File: config.mk
export PLATFORM = sky130hd
export DESIGN_NAME = ssf_status_flags
export DESIGN_NICKNAME = d
export VERILOG_FILES = /design/src/design/ssf_pkg.sv /design/src/design/ssf_status_flags.sv
export VERILOG_INCLUDE_DIRS = /design/src /design/src/design
export SDC_FILE = /design/constraint.sdc
export NUM_CORES = 1
export LEC_CHECK = 0
export BUFFER_PORTS_ARGS = -buffer_cell sky130_fd_sc_hd__buf_2
export CORE_MARGIN = 5
export CORE_UTILIZATION = 38
export DETAILED_ROUTE_END_ITERATION = 10
export GPL_TIMING_DRIVEN = 1
export PLACE_DENSITY = 0.73
export SLEW_MARGIN = 20
export SYNTH_ARGS = -nofsm -noshare
export SYNTH_HDL_FRONTEND = slang
export SYNTH_SLANG_ARGS = --single-unit
File: constraint.sdc
create_clock -name aclk -period 3.2 [get_ports aclk]
set_input_delay 0.16 -clock aclk [delete_from_list [all_inputs] [get_ports aclk]]
set_output_delay 0.16 -clock aclk [all_outputs]
set_load 0.05 [all_outputs]
File: src/design/ssf_regs.svh
// Register offsets, field positions and reset values of the serial status flag block
`ifndef SSF_REGS_SVH
`define SSF_REGS_SVH
`define SSF_ADDR_STATUS_ONE 6'h00
`define SSF_ADDR_DATA_PORT 6'h04
`define SSF_ADDR_CONTROL_TWO 6'h08
`define SSF_ADDR_CONTROL_THREE 6'h0C
`define SSF_ADDR_MODE 6'h10
`define SSF_STATUS_RESET 8'hC0
`define SSF_C2_TX_DONE_IRQ_ENABLE 6
`define SSF_C2_RIE 5
`define SSF_C2_TX_ON 3
`define SSF_C2_BREAK 0
`define SSF_C3_RX_NINTH 7
`define SSF_C3_TX_NINTH 6
`define SSF_C3_OVERRUN_IRQ_ENABLE 3
`define SSF_MODE_NINE_BIT 3
`define SSF_MODE_IDLE_SEL 2
`define SSF_MODE_PARITY_ON 1
`define SSF_MODE_PARITY_ODD 0
`define SSF_IDLE_CHAR_EIGHT 4'hA
`define SSF_IDLE_CHAR_NINE 4'hB
`define SSF_RESP_OKAY 2'h0
`define SSF_RESP_SLVERR 2'h2
`endif

File: src/design/ssf_pkg.sv
// Types shared by the serial status flag block and its bench
package ssf_pkg;
  // Status register one, field order equals bit order 7 down to 0
  typedef struct packed {
    logic tx_buffer_empty_flag;
    logic transmit_done_flag;
    logic rx_buffer_full_flag;
    logic idle_flag;
    logic overrun_flag;
    logic noise_flag;
    logic framing_error_flag;
    logic parity_error_flag;
  } ssf_status_type;
  // Character handed over by the receive shifter
  typedef struct packed {
    logic [8:0] data;
    logic parity_bit;
    logic stop_bit;
  } ssf_rx_char_type;
endpackage

File: src/design/ssf_status_flags.sv
// Status register one flags, their clear sequences and an AXI4-Lite slave
//
// The implementer's own choices: the AXI4-Lite slave port and the placing of the registers.
`timescale 1ns/100ps
`include "ssf_regs.svh"
module ssf_status_flags (
  // Clock and reset
  input wire logic aclk,
  input wire logic aresetn,
  // AXI4-Lite write channels
  input wire logic [5:0] awaddr,
  input wire logic awvalid,
  output logic awready,
  input wire logic [31:0] wdata,
  input wire logic [3:0] wstrb,
  input wire logic wvalid,
  output logic wready,
  output logic [1:0] bresp,
  output logic bvalid,
  input wire logic bready,
  // AXI4-Lite read channels
  input wire logic [5:0] araddr,
  input wire logic arvalid,
  output logic arready,
  output logic [31:0] rdata,
  output logic [1:0] rresp,
  output logic rvalid,
  input wire logic rready,
  // Receive shifter side
  input wire logic rxd_line,
  input wire logic rx_bit_tick,
  input wire logic rx_start_strobe,
  input wire logic [6:0] rx_start_samples,
  input wire logic rx_bit_strobe,
  input wire logic [2:0] rx_bit_samples,
  input wire logic rx_char_ready,
  input wire ssf_pkg::ssf_rx_char_type rx_char,
  // Transmit shifter side
  input wire logic tx_load,
  input wire logic tx_active,
  output logic [8:0] tx_char,
  output logic tx_buffer_full,
  output logic tx_on,
  output logic break_queue_bit,
  output logic nine_bit_select,
  // Interrupt request
  output logic irq_request
);

  ssf_pkg::ssf_status_type st;
  ssf_pkg::ssf_status_type arm;
  logic [5:0] aw_addr;
  logic [7:0] w_byte;
  logic aw_held, w_held, w_lane0;
  logic tx_done_irq_enable, rx_full_irq_enable, overrun_irq_enable;
  logic tx_ninth, idle_count_select, parity_check_on, parity_odd;
  logic [8:0] rx_buf;
  logic got_data, got_c3, tx_queued, noise_acc, in_frame, idle_armed;
  logic [3:0] idle_cnt;
  logic wr_do, ar_take, status_rd, data_rd, c3_rd, data_wr, c2_wr;
  logic te_rise, sbk_set, tx_buffer_empty_flag_clear, tc_clear, tc_set, rx_buffer_full_flag_clear;
  logic rx_take, noise_now, ferr_now, perr_now, idle_hit;
  logic [3:0] idle_target;
  // Reset image of the status register, split below for the two transmit flags only
  localparam ssf_pkg::ssf_status_type status_reset = `SSF_STATUS_RESET;

  // Write side: address and data are held separately, either may come first
  assign awready = !aw_held;
  assign wready = !w_held;
  assign wr_do = aw_held && w_held && !bvalid;
  assign ar_take = arvalid && arready;
  assign arready = !rvalid;

  always_ff @(posedge aclk) begin
    if (!aresetn) begin
      aw_held <= 1'b0;
      w_held <= 1'b0;
      aw_addr <= 6'h00;
      w_byte <= 8'h00;
      w_lane0 <= 1'b0;
    end else begin
      if (awvalid && awready) begin
        aw_held <= 1'b1;
        aw_addr <= awaddr;
      end else if (wr_do) begin
        aw_held <= 1'b0;
      end
      if (wvalid && wready) begin
        w_held <= 1'b1;
        w_byte <= wdata[7:0];
        w_lane0 <= wstrb[0];
      end else if (wr_do) begin
        w_held <= 1'b0;
      end
    end
  end

  // Write response, unmapped addresses answer with a slave error
  always_ff @(posedge aclk) begin
    if (!aresetn) begin
      bvalid <= 1'b0;
      bresp <= `SSF_RESP_OKAY;
    end else if (wr_do) begin
      bvalid <= 1'b1;
      if (aw_addr > `SSF_ADDR_MODE || aw_addr[1:0] != 2'h0) begin
        bresp <= `SSF_RESP_SLVERR;
      end else begin
        bresp <= `SSF_RESP_OKAY;
      end
    end else if (bready) begin
      bvalid <= 1'b0;
    end
  end

  // Access strobes; a write with lane 0 disabled has no side effect
  assign status_rd = ar_take && araddr == `SSF_ADDR_STATUS_ONE;
  assign data_rd = ar_take && araddr == `SSF_ADDR_DATA_PORT;
  assign c3_rd = ar_take && araddr == `SSF_ADDR_CONTROL_THREE;
  assign data_wr = wr_do && w_lane0 && aw_addr == `SSF_ADDR_DATA_PORT;
  assign c2_wr = wr_do && w_lane0 && aw_addr == `SSF_ADDR_CONTROL_TWO;
  assign te_rise = c2_wr && w_byte[`SSF_C2_TX_ON] && !tx_on;
  assign sbk_set = c2_wr && w_byte[`SSF_C2_BREAK] && tx_on;

  // Read data, decoded on the accepted address
  always_ff @(posedge aclk) begin
    if (!aresetn) begin
      rvalid <= 1'b0;
      rdata <= 32'h0000_0000;
      rresp <= `SSF_RESP_OKAY;
    end else if (ar_take) begin
      rvalid <= 1'b1;
      rresp <= `SSF_RESP_OKAY;
      rdata <= 32'h0000_0000;
      if (araddr == `SSF_ADDR_STATUS_ONE) begin
        rdata[7:0] <= st;
      end else if (araddr == `SSF_ADDR_DATA_PORT) begin
        rdata[7:0] <= rx_buf[7:0];
      end else if (araddr == `SSF_ADDR_CONTROL_TWO) begin
        rdata[`SSF_C2_TX_DONE_IRQ_ENABLE] <= tx_done_irq_enable;
        rdata[`SSF_C2_RIE] <= rx_full_irq_enable;
        rdata[`SSF_C2_TX_ON] <= tx_on;
        rdata[`SSF_C2_BREAK] <= break_queue_bit;
      end else if (araddr == `SSF_ADDR_CONTROL_THREE) begin
        rdata[`SSF_C3_RX_NINTH] <= rx_buf[8];
        rdata[`SSF_C3_TX_NINTH] <= tx_ninth;
        rdata[`SSF_C3_OVERRUN_IRQ_ENABLE] <= overrun_irq_enable;
      end else if (araddr == `SSF_ADDR_MODE) begin
        rdata[`SSF_MODE_NINE_BIT] <= nine_bit_select;
        rdata[`SSF_MODE_IDLE_SEL] <= idle_count_select;
        rdata[`SSF_MODE_PARITY_ON] <= parity_check_on;
        rdata[`SSF_MODE_PARITY_ODD] <= parity_odd;
      end else begin
        rresp <= `SSF_RESP_SLVERR;
      end
    end else if (rready) begin
      rvalid <= 1'b0;
    end
  end

  // Control registers; the status register has no write path at all
  always_ff @(posedge aclk) begin
    if (!aresetn) begin
      tx_done_irq_enable <= 1'b0;
      rx_full_irq_enable <= 1'b0;
      tx_on <= 1'b0;
      break_queue_bit <= 1'b0;
      tx_ninth <= 1'b0;
      overrun_irq_enable <= 1'b0;
      nine_bit_select <= 1'b0;
      idle_count_select <= 1'b0;
      parity_check_on <= 1'b0;
      parity_odd <= 1'b0;
    end else if (wr_do && w_lane0) begin
      if (aw_addr == `SSF_ADDR_CONTROL_TWO) begin
        tx_done_irq_enable <= w_byte[`SSF_C2_TX_DONE_IRQ_ENABLE];
        rx_full_irq_enable <= w_byte[`SSF_C2_RIE];
        tx_on <= w_byte[`SSF_C2_TX_ON];
        break_queue_bit <= w_byte[`SSF_C2_BREAK];
      end else if (aw_addr == `SSF_ADDR_CONTROL_THREE) begin
        tx_ninth <= w_byte[`SSF_C3_TX_NINTH];
        overrun_irq_enable <= w_byte[`SSF_C3_OVERRUN_IRQ_ENABLE];
      end else if (aw_addr == `SSF_ADDR_MODE) begin
        nine_bit_select <= w_byte[`SSF_MODE_NINE_BIT];
        idle_count_select <= w_byte[`SSF_MODE_IDLE_SEL];
        parity_check_on <= w_byte[`SSF_MODE_PARITY_ON];
        parity_odd <= w_byte[`SSF_MODE_PARITY_ODD];
      end
    end
  end

  // Transmit buffer; the ninth bit is taken as it stands at the data write
  always_ff @(posedge aclk) begin
    if (!aresetn) begin
      tx_char <= 9'h000;
    end else if (data_wr) begin
      tx_char <= {tx_ninth, w_byte};
    end
  end
  assign tx_buffer_full = !st.tx_buffer_empty_flag;

  // Preamble or break waiting for the shifter; keeps done low until it starts
  always_ff @(posedge aclk) begin
    if (!aresetn) begin
      tx_queued <= 1'b0;
    end else if (te_rise || sbk_set) begin
      tx_queued <= 1'b1;
    end else if (tx_active) begin
      tx_queued <= 1'b0;
    end
  end

  // Receive error evaluation for the character being assembled
  always_ff @(posedge aclk) begin
    if (!aresetn) begin
      noise_acc <= 1'b0;
    end else if (rx_start_strobe) begin
      noise_acc <= |rx_start_samples && !(&rx_start_samples);
    end else if (rx_char_ready) begin
      noise_acc <= 1'b0;
    end else if (rx_bit_strobe && |rx_bit_samples && !(&rx_bit_samples)) begin
      noise_acc <= 1'b1;
    end
  end
  assign noise_now = noise_acc || (rx_bit_strobe && |rx_bit_samples && !(&rx_bit_samples));
  assign ferr_now = !rx_char.stop_bit;
  assign perr_now = parity_check_on && (parity_odd ^ rx_char.parity_bit ^ ^rx_char.data[7:0]
    ^ (nine_bit_select && rx_char.data[8]));
  assign rx_take = rx_char_ready && !st.rx_buffer_full_flag;

  // Received character holding register; an overrun leaves it untouched
  always_ff @(posedge aclk) begin
    if (!aresetn) begin
      rx_buf <= 9'h000;
    end else if (rx_take) begin
      rx_buf <= rx_char.data;
    end
  end

  // Idle detection: count high bit times, held at zero in frame if select is 1
  assign idle_target = nine_bit_select ? `SSF_IDLE_CHAR_NINE : `SSF_IDLE_CHAR_EIGHT;
  assign idle_hit = idle_armed && idle_cnt == idle_target;
  always_ff @(posedge aclk) begin
    if (!aresetn) begin
      in_frame <= 1'b0;
      idle_cnt <= 4'h0;
    end else begin
      if (rx_start_strobe) begin
        in_frame <= 1'b1;
      end else if (rx_char_ready) begin
        in_frame <= 1'b0;
      end
      if (!rxd_line) begin
        idle_cnt <= 4'h0;
      end else if (idle_count_select && (in_frame || rx_char_ready)) begin
        idle_cnt <= 4'h0;
      end else if (rx_bit_tick && idle_cnt != idle_target) begin
        idle_cnt <= idle_cnt + 4'h1;
      end
    end
  end

  // Idle may report once per loaded character
  always_ff @(posedge aclk) begin
    if (!aresetn) begin
      idle_armed <= 1'b0;
    end else if (rx_take) begin
      idle_armed <= 1'b1;
    end else if (idle_hit) begin
      idle_armed <= 1'b0;
    end
  end

  // Clear qualifiers; only flags captured by the last status read may clear
  assign tx_buffer_empty_flag_clear = arm.tx_buffer_empty_flag && data_wr;
  assign tc_clear = arm.transmit_done_flag && (data_wr || te_rise || sbk_set);
  assign rx_buffer_full_flag_clear = arm.rx_buffer_full_flag && (nine_bit_select ?
    ((data_rd || got_data) && (c3_rd || got_c3)) : data_rd);
  assign tc_set = st.tx_buffer_empty_flag && !tx_buffer_empty_flag_clear && !tx_active && !tx_queued
    && !tc_clear;

  // Arming snapshot and the nine-bit read tracking
  always_ff @(posedge aclk) begin
    if (!aresetn) begin
      arm <= 8'h00;
      got_data <= 1'b0;
      got_c3 <= 1'b0;
    end else if (status_rd) begin
      arm <= st;
      got_data <= 1'b0;
      got_c3 <= 1'b0;
    end else begin
      if (data_rd) begin
        got_data <= 1'b1;
        arm.idle_flag <= 1'b0;
        arm.overrun_flag <= 1'b0;
        arm.noise_flag <= 1'b0;
        arm.framing_error_flag <= 1'b0;
        arm.parity_error_flag <= 1'b0;
      end
      if (c3_rd) begin
        got_c3 <= 1'b1;
      end
      if (rx_buffer_full_flag_clear) begin
        arm.rx_buffer_full_flag <= 1'b0;
      end
      if (tx_buffer_empty_flag_clear) begin
        arm.tx_buffer_empty_flag <= 1'b0;
      end
      if (tc_clear) begin
        arm.transmit_done_flag <= 1'b0;
      end
    end
  end

  // Transmit flags; empty set has priority over its clear, a done clear wins over the done set
  always_ff @(posedge aclk) begin
    if (!aresetn) begin
      st.tx_buffer_empty_flag <= status_reset.tx_buffer_empty_flag;
      st.transmit_done_flag <= status_reset.transmit_done_flag;
    end else begin
      if (tx_load) begin
        st.tx_buffer_empty_flag <= 1'b1;
      end else if (tx_buffer_empty_flag_clear) begin
        st.tx_buffer_empty_flag <= 1'b0;
      end
      if (tc_set) begin
        st.transmit_done_flag <= 1'b1;
      end else if (tc_clear || tx_active || tx_queued) begin
        st.transmit_done_flag <= 1'b0;
      end
    end
  end

  // Receive flags; errors are written with the character they describe
  always_ff @(posedge aclk) begin
    if (!aresetn) begin
      st.rx_buffer_full_flag <= 1'b0;
      st.idle_flag <= 1'b0;
      st.overrun_flag <= 1'b0;
      st.noise_flag <= 1'b0;
      st.framing_error_flag <= 1'b0;
      st.parity_error_flag <= 1'b0;
    end else begin
      if (rx_take) begin
        st.rx_buffer_full_flag <= 1'b1;
        st.noise_flag <= noise_now;
        st.framing_error_flag <= ferr_now;
        st.parity_error_flag <= perr_now;
      end else begin
        if (rx_buffer_full_flag_clear) begin
          st.rx_buffer_full_flag <= 1'b0;
        end
        if (arm.noise_flag && data_rd) begin
          st.noise_flag <= 1'b0;
        end
        if (arm.framing_error_flag && data_rd) begin
          st.framing_error_flag <= 1'b0;
        end
        if (arm.parity_error_flag && data_rd) begin
          st.parity_error_flag <= 1'b0;
        end
      end
      if (rx_char_ready && st.rx_buffer_full_flag) begin
        st.overrun_flag <= 1'b1;
      end else if (arm.overrun_flag && data_rd) begin
        st.overrun_flag <= 1'b0;
      end
      if (idle_hit) begin
        st.idle_flag <= 1'b1;
      end else if (arm.idle_flag && data_rd) begin
        st.idle_flag <= 1'b0;
      end
    end
  end

  // Interrupt request is a plain level from enabled flags
  assign irq_request = (tx_done_irq_enable && st.transmit_done_flag)
    || (rx_full_irq_enable && st.rx_buffer_full_flag)
    || (overrun_irq_enable && st.overrun_flag);
endmodule

==> flow_metrics.py, run 1 <==
metrics = {
    "outcome": {
        "outcome": "completed",
    },
    "timing": {
        "rsz0062_at_grt": "no",
        "slew_violations": 0,
        "fmax_ghz": 0.498,
        "finalSetupViolCount": 0,
        "finalSetupTns_ps": 0,
        "finalHoldViolCount": 0,
        "skew_ps": 8.66,
        "tightestPinTransition_ps": 940,
        "period_needed_ps": 2010,
        "relSlewSlack": 0.373,
        "post-route-period-util": 0.628,
    },
    "floorplanning": {
        "start_util": 0.388,
        "die_height_um": 110,
        "core_area_um2": 9730,
        "die-area_um2": 12000,
        "die_x_um": 110,
        "rows": 36,
        "io_pins": 138,
    },
    "worst_hold_path": {
        "hold_depth": 3,
        "min_to": "aw_held",
        "min_path_type": "in -> reg",
        "hold_start": "awvalid",
    },
    "critical_path": {
        "arrival_ps": 2280,
        "cp-start-kind": "register",
        "critPathMaxStageDelay_ps": 710,
        "end_kind": "register",
        "crit_buf_inv": 0,
        "path_delay_family": "simple AND/OR/NAND/NOR gates",
        "crit_slowest_cell": "nor4_1",
        "crit_chain": "nand2b_1 > nor4_1 > a41oi_1 > a21oi_1",
        "reg2reg_depth": 4,
        "reg2reg_to": "rdata[2]",
        "r2r_setup_slack_ps": 1190,
        "cp.required_ps": 3470,
        "crit_type": "reg -> reg",
        "r2r_start": "rvalid",
        "critPathMaxFanout": 13,
    },
    "routing": {
        "via_per_inst": 4.90,
        "wl_mm": 9.31,
        "ant_nets": 0,
        "firstDrtPassIters": 4,
        "drcViolationCount": 0,
        "drt-wirelength-per-cell_um": 14.2,
        "via_count": 3207,
        "drt_iter0_markers": 205,
    },
    "clocking": {
        "numCtsBuffers": 9,
        "cts.sinks": 83,
        "worst_skew_pair.late_latency_ps": 370,
        "cts_setup_buffers": 0,
        "cts_hold_buf": 1,
        "cts_max_level": 3,
        "cts_tree": "yes",
        "clk_pin_slew_worst_paths_ps": 100,
        "clock_path_buffers": 2,
        "cts_root_buffer": "clkbuf_8",
        "cts_resized": 0,
    },
    "grt": {
        "antenna_found_initial": 0,
        "track_usage": 0.161,
        "grt_pass1_wl_mm": 15.3,
        "overflow": 0,
        "grt_max_degree": 71,
        "grt_pass1_vias": 3111,
    },
    "power_and_ir_drop": {
        "p_per_area_nw_per_um2": 490,
        "finalPower_uw": 2140,
        "ir_drop_uv": 179,
        "power_leakage_uw": 0.00188,
    },
    "yosys": {
        "synth_cells": 443,
        "yosys_most_used_dff": "dfxtp_1",
        "yosysSeqAreaShare": 0.440,
        "synth.area.top_cells": "dfxtp_1 (44%), mux2i_1 (8.2%), nand2_1 (6.0%), buf_4 (5.6%), nor2_1 (5.3%)",
        "synth.cell_area_um2": 3770,
        "yosys_register_bits": 83,
        "postSynth.asyncResetShare": 0,
        "synth_area_leader_cell": "dfxtp_1",
        "synth_edf_count": 0,
        "ys_types": 49,
        "avgSynthCellArea_um2": 8.52,
        "ys_warn_count": 0,
        "synth_top_area_share": 0.440,
    },
    "placed_design": {
        "gp_congestion": 0.882,
        "io_buffers": 84,
        "place_hpwl_mm": 6.96,
    },
    "final_layout": {
        "num-nets-final": 601,
        "nFillCells": 997,
        "drive_above_1_share": 0.213,
        "diodes": 0,
        "syn_to_final_growth_pct": 15.8,
        "final_cell_mix": "buf_2 (84), dfxtp_1 (83), nand2_1 (60)",
        "final_common_cell": "buf_2",
        "final_core_util": 0.449,
    },
    "job": {
        "cap_violations": 0,
    },
}
-- Yosys cell counts (all sizes together) (3+ instances only) --
| cell type | instances |
|---|---|
| dfxtp | 83 |
| nand2 | 61 |
| nor2 | 53 |
| a21oi | 38 |
| buf | 33 |
| mux2i | 31 |
| o21ai | 20 |
| nand3 | 15 |
| clkbuf | 14 |
| inv | 13 |
| xnor2 | 11 |
| nand2b | 10 |
| a31oi | 7 |
| nor3 | 7 |
| nand4 | 5 |
| nor4 | 5 |
| nor2b | 4 |
| xor2 | 3 |
-- logic make-up (layout without fill, tap and decap cells) --
kind of cell	Yosys count	count (layout)	share of synthesized area
AND/OR/NAND/NOR	171	171	0.217
flip-flops	83	83	0.440
AO/OA/AOI/OAI	80	80	0.124
buffers and inverters	60	114	0.0908
multiplexers	33	33	0.0912
XOR/XNOR	14	14	0.0325
adder cells (fa/ha/maj)	1	1	0.00332
other	1	26	0.000994
-- flip-flops by register name (all words and copies together) (netlist names), 4 cells and up --
signal    count
rx_buf        9
tx_char       9
arm           8
rdata         8
st            8
w_byte        8
aw_addr       6
idle_cnt      4
-- metrics by stage --
step / cells / setup slack [ps] / hold WS (ps) / cell area (um2)
2_1_floorplan: 468 / 1390 / 259 / 3870
3_3_place_gp: 638 / 1240 / 347 / 4160
3_5_place_dp: 638 / 1220 / 354 / 4160
4_1_cts: 655 / 1170 / 2.96 / 4370
5_1_grt: 655 / 908 / 4.82 / 4370
6_report: 655 / 1190 / 16.2 / 4370
-- power by group --
group / total, uW / internal, uW / leakage, uW / switching, uW
logic: 296 / 87.9 / 0.00110 / 208
registers: 1090 / 1070 / 0.000676 / 29.6
clock network: 751 / 311 / 0.000103 / 440
-- tightest hold or removal path: stages --
cell and delay (ps):
buf_2 90, nor2_1 30, nor2_1 80
-- per-layer routing --
layer | GRT usage | wire, um | vias to the layer above | part of all wire
met5 | 0 | 0 | - | 0
met4 | 0.0570 | 164 | 0 | 0.018
met2 | 0.258 | 4380 | 105 | 0.47
met1 | 0.215 | 4140 | 1479 | 0.44
met3 | 0.0346 | 622 | 12 | 0.067
li1 | - | - | 1611 | -
-- worst max-delay path by stage --
stage	start	end	slack (ps)	depth (start not counted)
4_1_cts	rvalid	rdata[2]	1170	4
2_1_floorplan	bvalid	tx_char[0]	1390	6
6_report	rvalid	rdata[2]	1190	4
3_5_place_dp	rvalid	rdata[2]	1220	4
3_3_place_gp	rvalid	rdata[2]	1240	4
5_1_grt	rvalid	rdata[2]	910	4
-- area by class of cell --
| type | count | area (um2) | share of cell area |
|---|---|---|---|
| inverters | 13 | 50.0 | 0.0114 |
| well taps | 133 | 166 | 0.0381 |
| repair buffers | 85 | 430 | 0.0985 |
| clock inverters | 7 | 76.3 | 0.0175 |
| clock buffers | 9 | 124 | 0.0283 |
| flip-flops and latches | 83 | 1660 | 0.380 |
| multi-input cells | 325 | 1860 | 0.426 |
No activity file was read; power rests on OpenSTA's default activity.
==> run 2, diff against run 1 <==
Settings changed: PLACE_DENSITY 0.73 to 0.76.
Clock period 3.2 ns to 1.7 ns, I/O delays scaled along.
==> flow_metrics.py, run 2 (synthesis results as in run 1) <==
metrics = {
    "timing": {
        "rsz0062_at_grt": "no",
        "post-route-period-util": 0.938,
        "tightestPinTransition_ps": 632,
        "period_needed_ps": 1600,
        "finalSetupViolCount": 0,
        "fin_hold_ws_ps": 9.21,
        "finalHoldViolCount": 0,
        "skew_ps": 5.78,
        "slew_violations": 0,
        "relSlewSlack": 0.578,
        "fmax_ghz": 0.627,
        "finalSetupTns_ps": 0,
    },
    "floorplanning": {
        "die_height_um": 110,
        "io_pins": 138,
        "die_x_um": 110,
        "start_util": 0.388,
        "rows": 36,
        "die-area_um2": 12000,
        "core_area_um2": 9730,
    },
    "clocking": {
        "cts_root_buffer": "clkbuf_8",
        "cts_setup_buffers": 0,
        "worst_skew_pair.late_latency_ps": 350,
        "numCtsBuffers": 9,
        "cts.sinks": 83,
        "cts_tree": "yes",
        "clock_path_buffers": 2,
        "cts_max_level": 3,
        "clk_pin_slew_worst_paths_ps": 80,
    },
    "final_layout": {
        "num-nets-final": 648,
        "diodes": 0,
        "drive_above_1_share": 0.231,
        "final_core_util": 0.494,
        "final_cell_mix": "buf_2 (84), dfxtp_1 (81), nand2_1 (60)",
        "final_common_cell": "buf_2",
        "reg.largest.list": "rx_buf: 9 flops, tx_char: 9 flops",
        "nFillCells": 935,
        "syn_to_final_growth_pct": 27.4,
    },
    "placed_design": {
        "io_buffers": 84,
        "gp_congestion": 0.904,
        "place_hpwl_mm": 7.27,
    },
    "routing": {
        "firstDrtPassIters": 4,
        "wl_mm": 9.98,
        "via_count": 3390,
        "drt-wirelength-per-cell_um": 14.2,
        "drcViolationCount": 0,
        "via_per_inst": 4.84,
        "ant_nets": 0,
        "drt_iter0_markers": 206,
    },
    "critical_path": {
        "crit_slowest_cell": "nand2b_1",
        "crit_buf_inv": 1,
        "cp-start-kind": "register",
        "end_kind": "register",
        "arrival_ps": 1820,
        "cp.depth": 5,
        "reg2reg_depth": 5,
        "crit_type": "reg -> reg",
        "critPathMaxFanout": 10,
        "crit_chain": "nand2b_1 > nor4_1 > buf_4 > a41oi_1 > a21oi_1",
        "cp.required_ps": 1920,
        "path_delay_family": "simple AND/OR/NAND/NOR gates",
        "critPathMaxStageDelay_ps": 440,
    },
    "power_and_ir_drop": {
        "ir_drop_uv": 544,
        "power_leakage_uw": 0.00210,
        "p_per_area_nw_per_um2": 855,
    },
    "grt": {
        "grt_pass1_vias": 3291,
        "track_usage": 0.166,
        "overflow": 0,
        "grt_max_degree": 48,
        "grt_pass1_wl_mm": 15.6,
        "antenna_found_initial": 0,
    },
    "worst_hold_path": {
        "min_path_type": "in -> reg",
        "hold_depth": 3,
    },
    "outcome": {
        "outcome": "completed",
    },
    "job": {
        "cap_violations": 0,
    },
}
-- run 2: cell count changes in the layout (fill, tap and decap cells not counted), moves of 2 or more --
cell           delta
clkinv_2          +2
dfxtp_2           +2
inv_6             -2
dlygate4sd3_1    +29
inv_8             -3
dfxtp_1           -2
buf_4            +17
-- run 2: cell type report --
cell class	count	area (um2)	share of cell area
repair buffers	132	868	0.181
well taps	133	166	0.0346
clock buffers	10	138	0.0286
inverters	13	48.8	0.0102
clock inverters	5	53.8	0.0112
multi-input cells	325	1870	0.389
flip-flops and latches	83	1660	0.346
-- run 2: where the power goes --
group | leakage, uW | switching, uW | internal, uW | total, uW
Combinational | 0.00132 | 413 | 232 | 645
Sequential | 0.000677 | 55.7 | 2010 | 2060
Clock | 0.000102 | 701 | 706 | 1410
-- run 2: timing repair --
item	4_1_cts	5_1_grt
hold buffers	30	0
hold endpoints to repair	30	0
endpoints found under the setup margin	0	5
gates resized for setup	0	2
-- run 2: final timing paths --
path / end / startpoint / slack [ps]
worst max register to register: rdata[2] / rvalid / 100
worst min-delay path: tx_queued / tx_active / 9
worst min register to register: st[5] / arm[5] / 450
worst max-delay path: rdata[2] / rvalid / 100
-- run 2: stage by stage --
stage               worst slack, ps  cells  instance area, um2  power (uW)
finish                          105    701                4810        4110
global placement                101    656                4310        2670
global route                   3.98    701                4810        4290
CTS                            93.7    701                4800        4130
floorplan                      32.7    468                3870        2550
detailed placement             86.9    656                4310        2690
-- run 2: tightest hold or removal path: cells and delay by family --
family / cells / cell delay [ps]
AOI/OAI and AO/OA: 1 / 60
buffers and inverters: 1 / 90
and+or+nand+nor: 1 / 90
-- run 2: layer usage --
layer | up-vias | share of wire | global-route usage | wire length (um)
met3 | 16 | 0.063 | 0.0294 | 628
li1 | 1703 | - | - | -
met2 | 100 | 0.49 | 0.289 | 4880
met5 | - | 0 | 0 | 0
met1 | 1571 | 0.43 | 0.206 | 4280
met4 | 0 | 0.019 | 0.0588 | 189
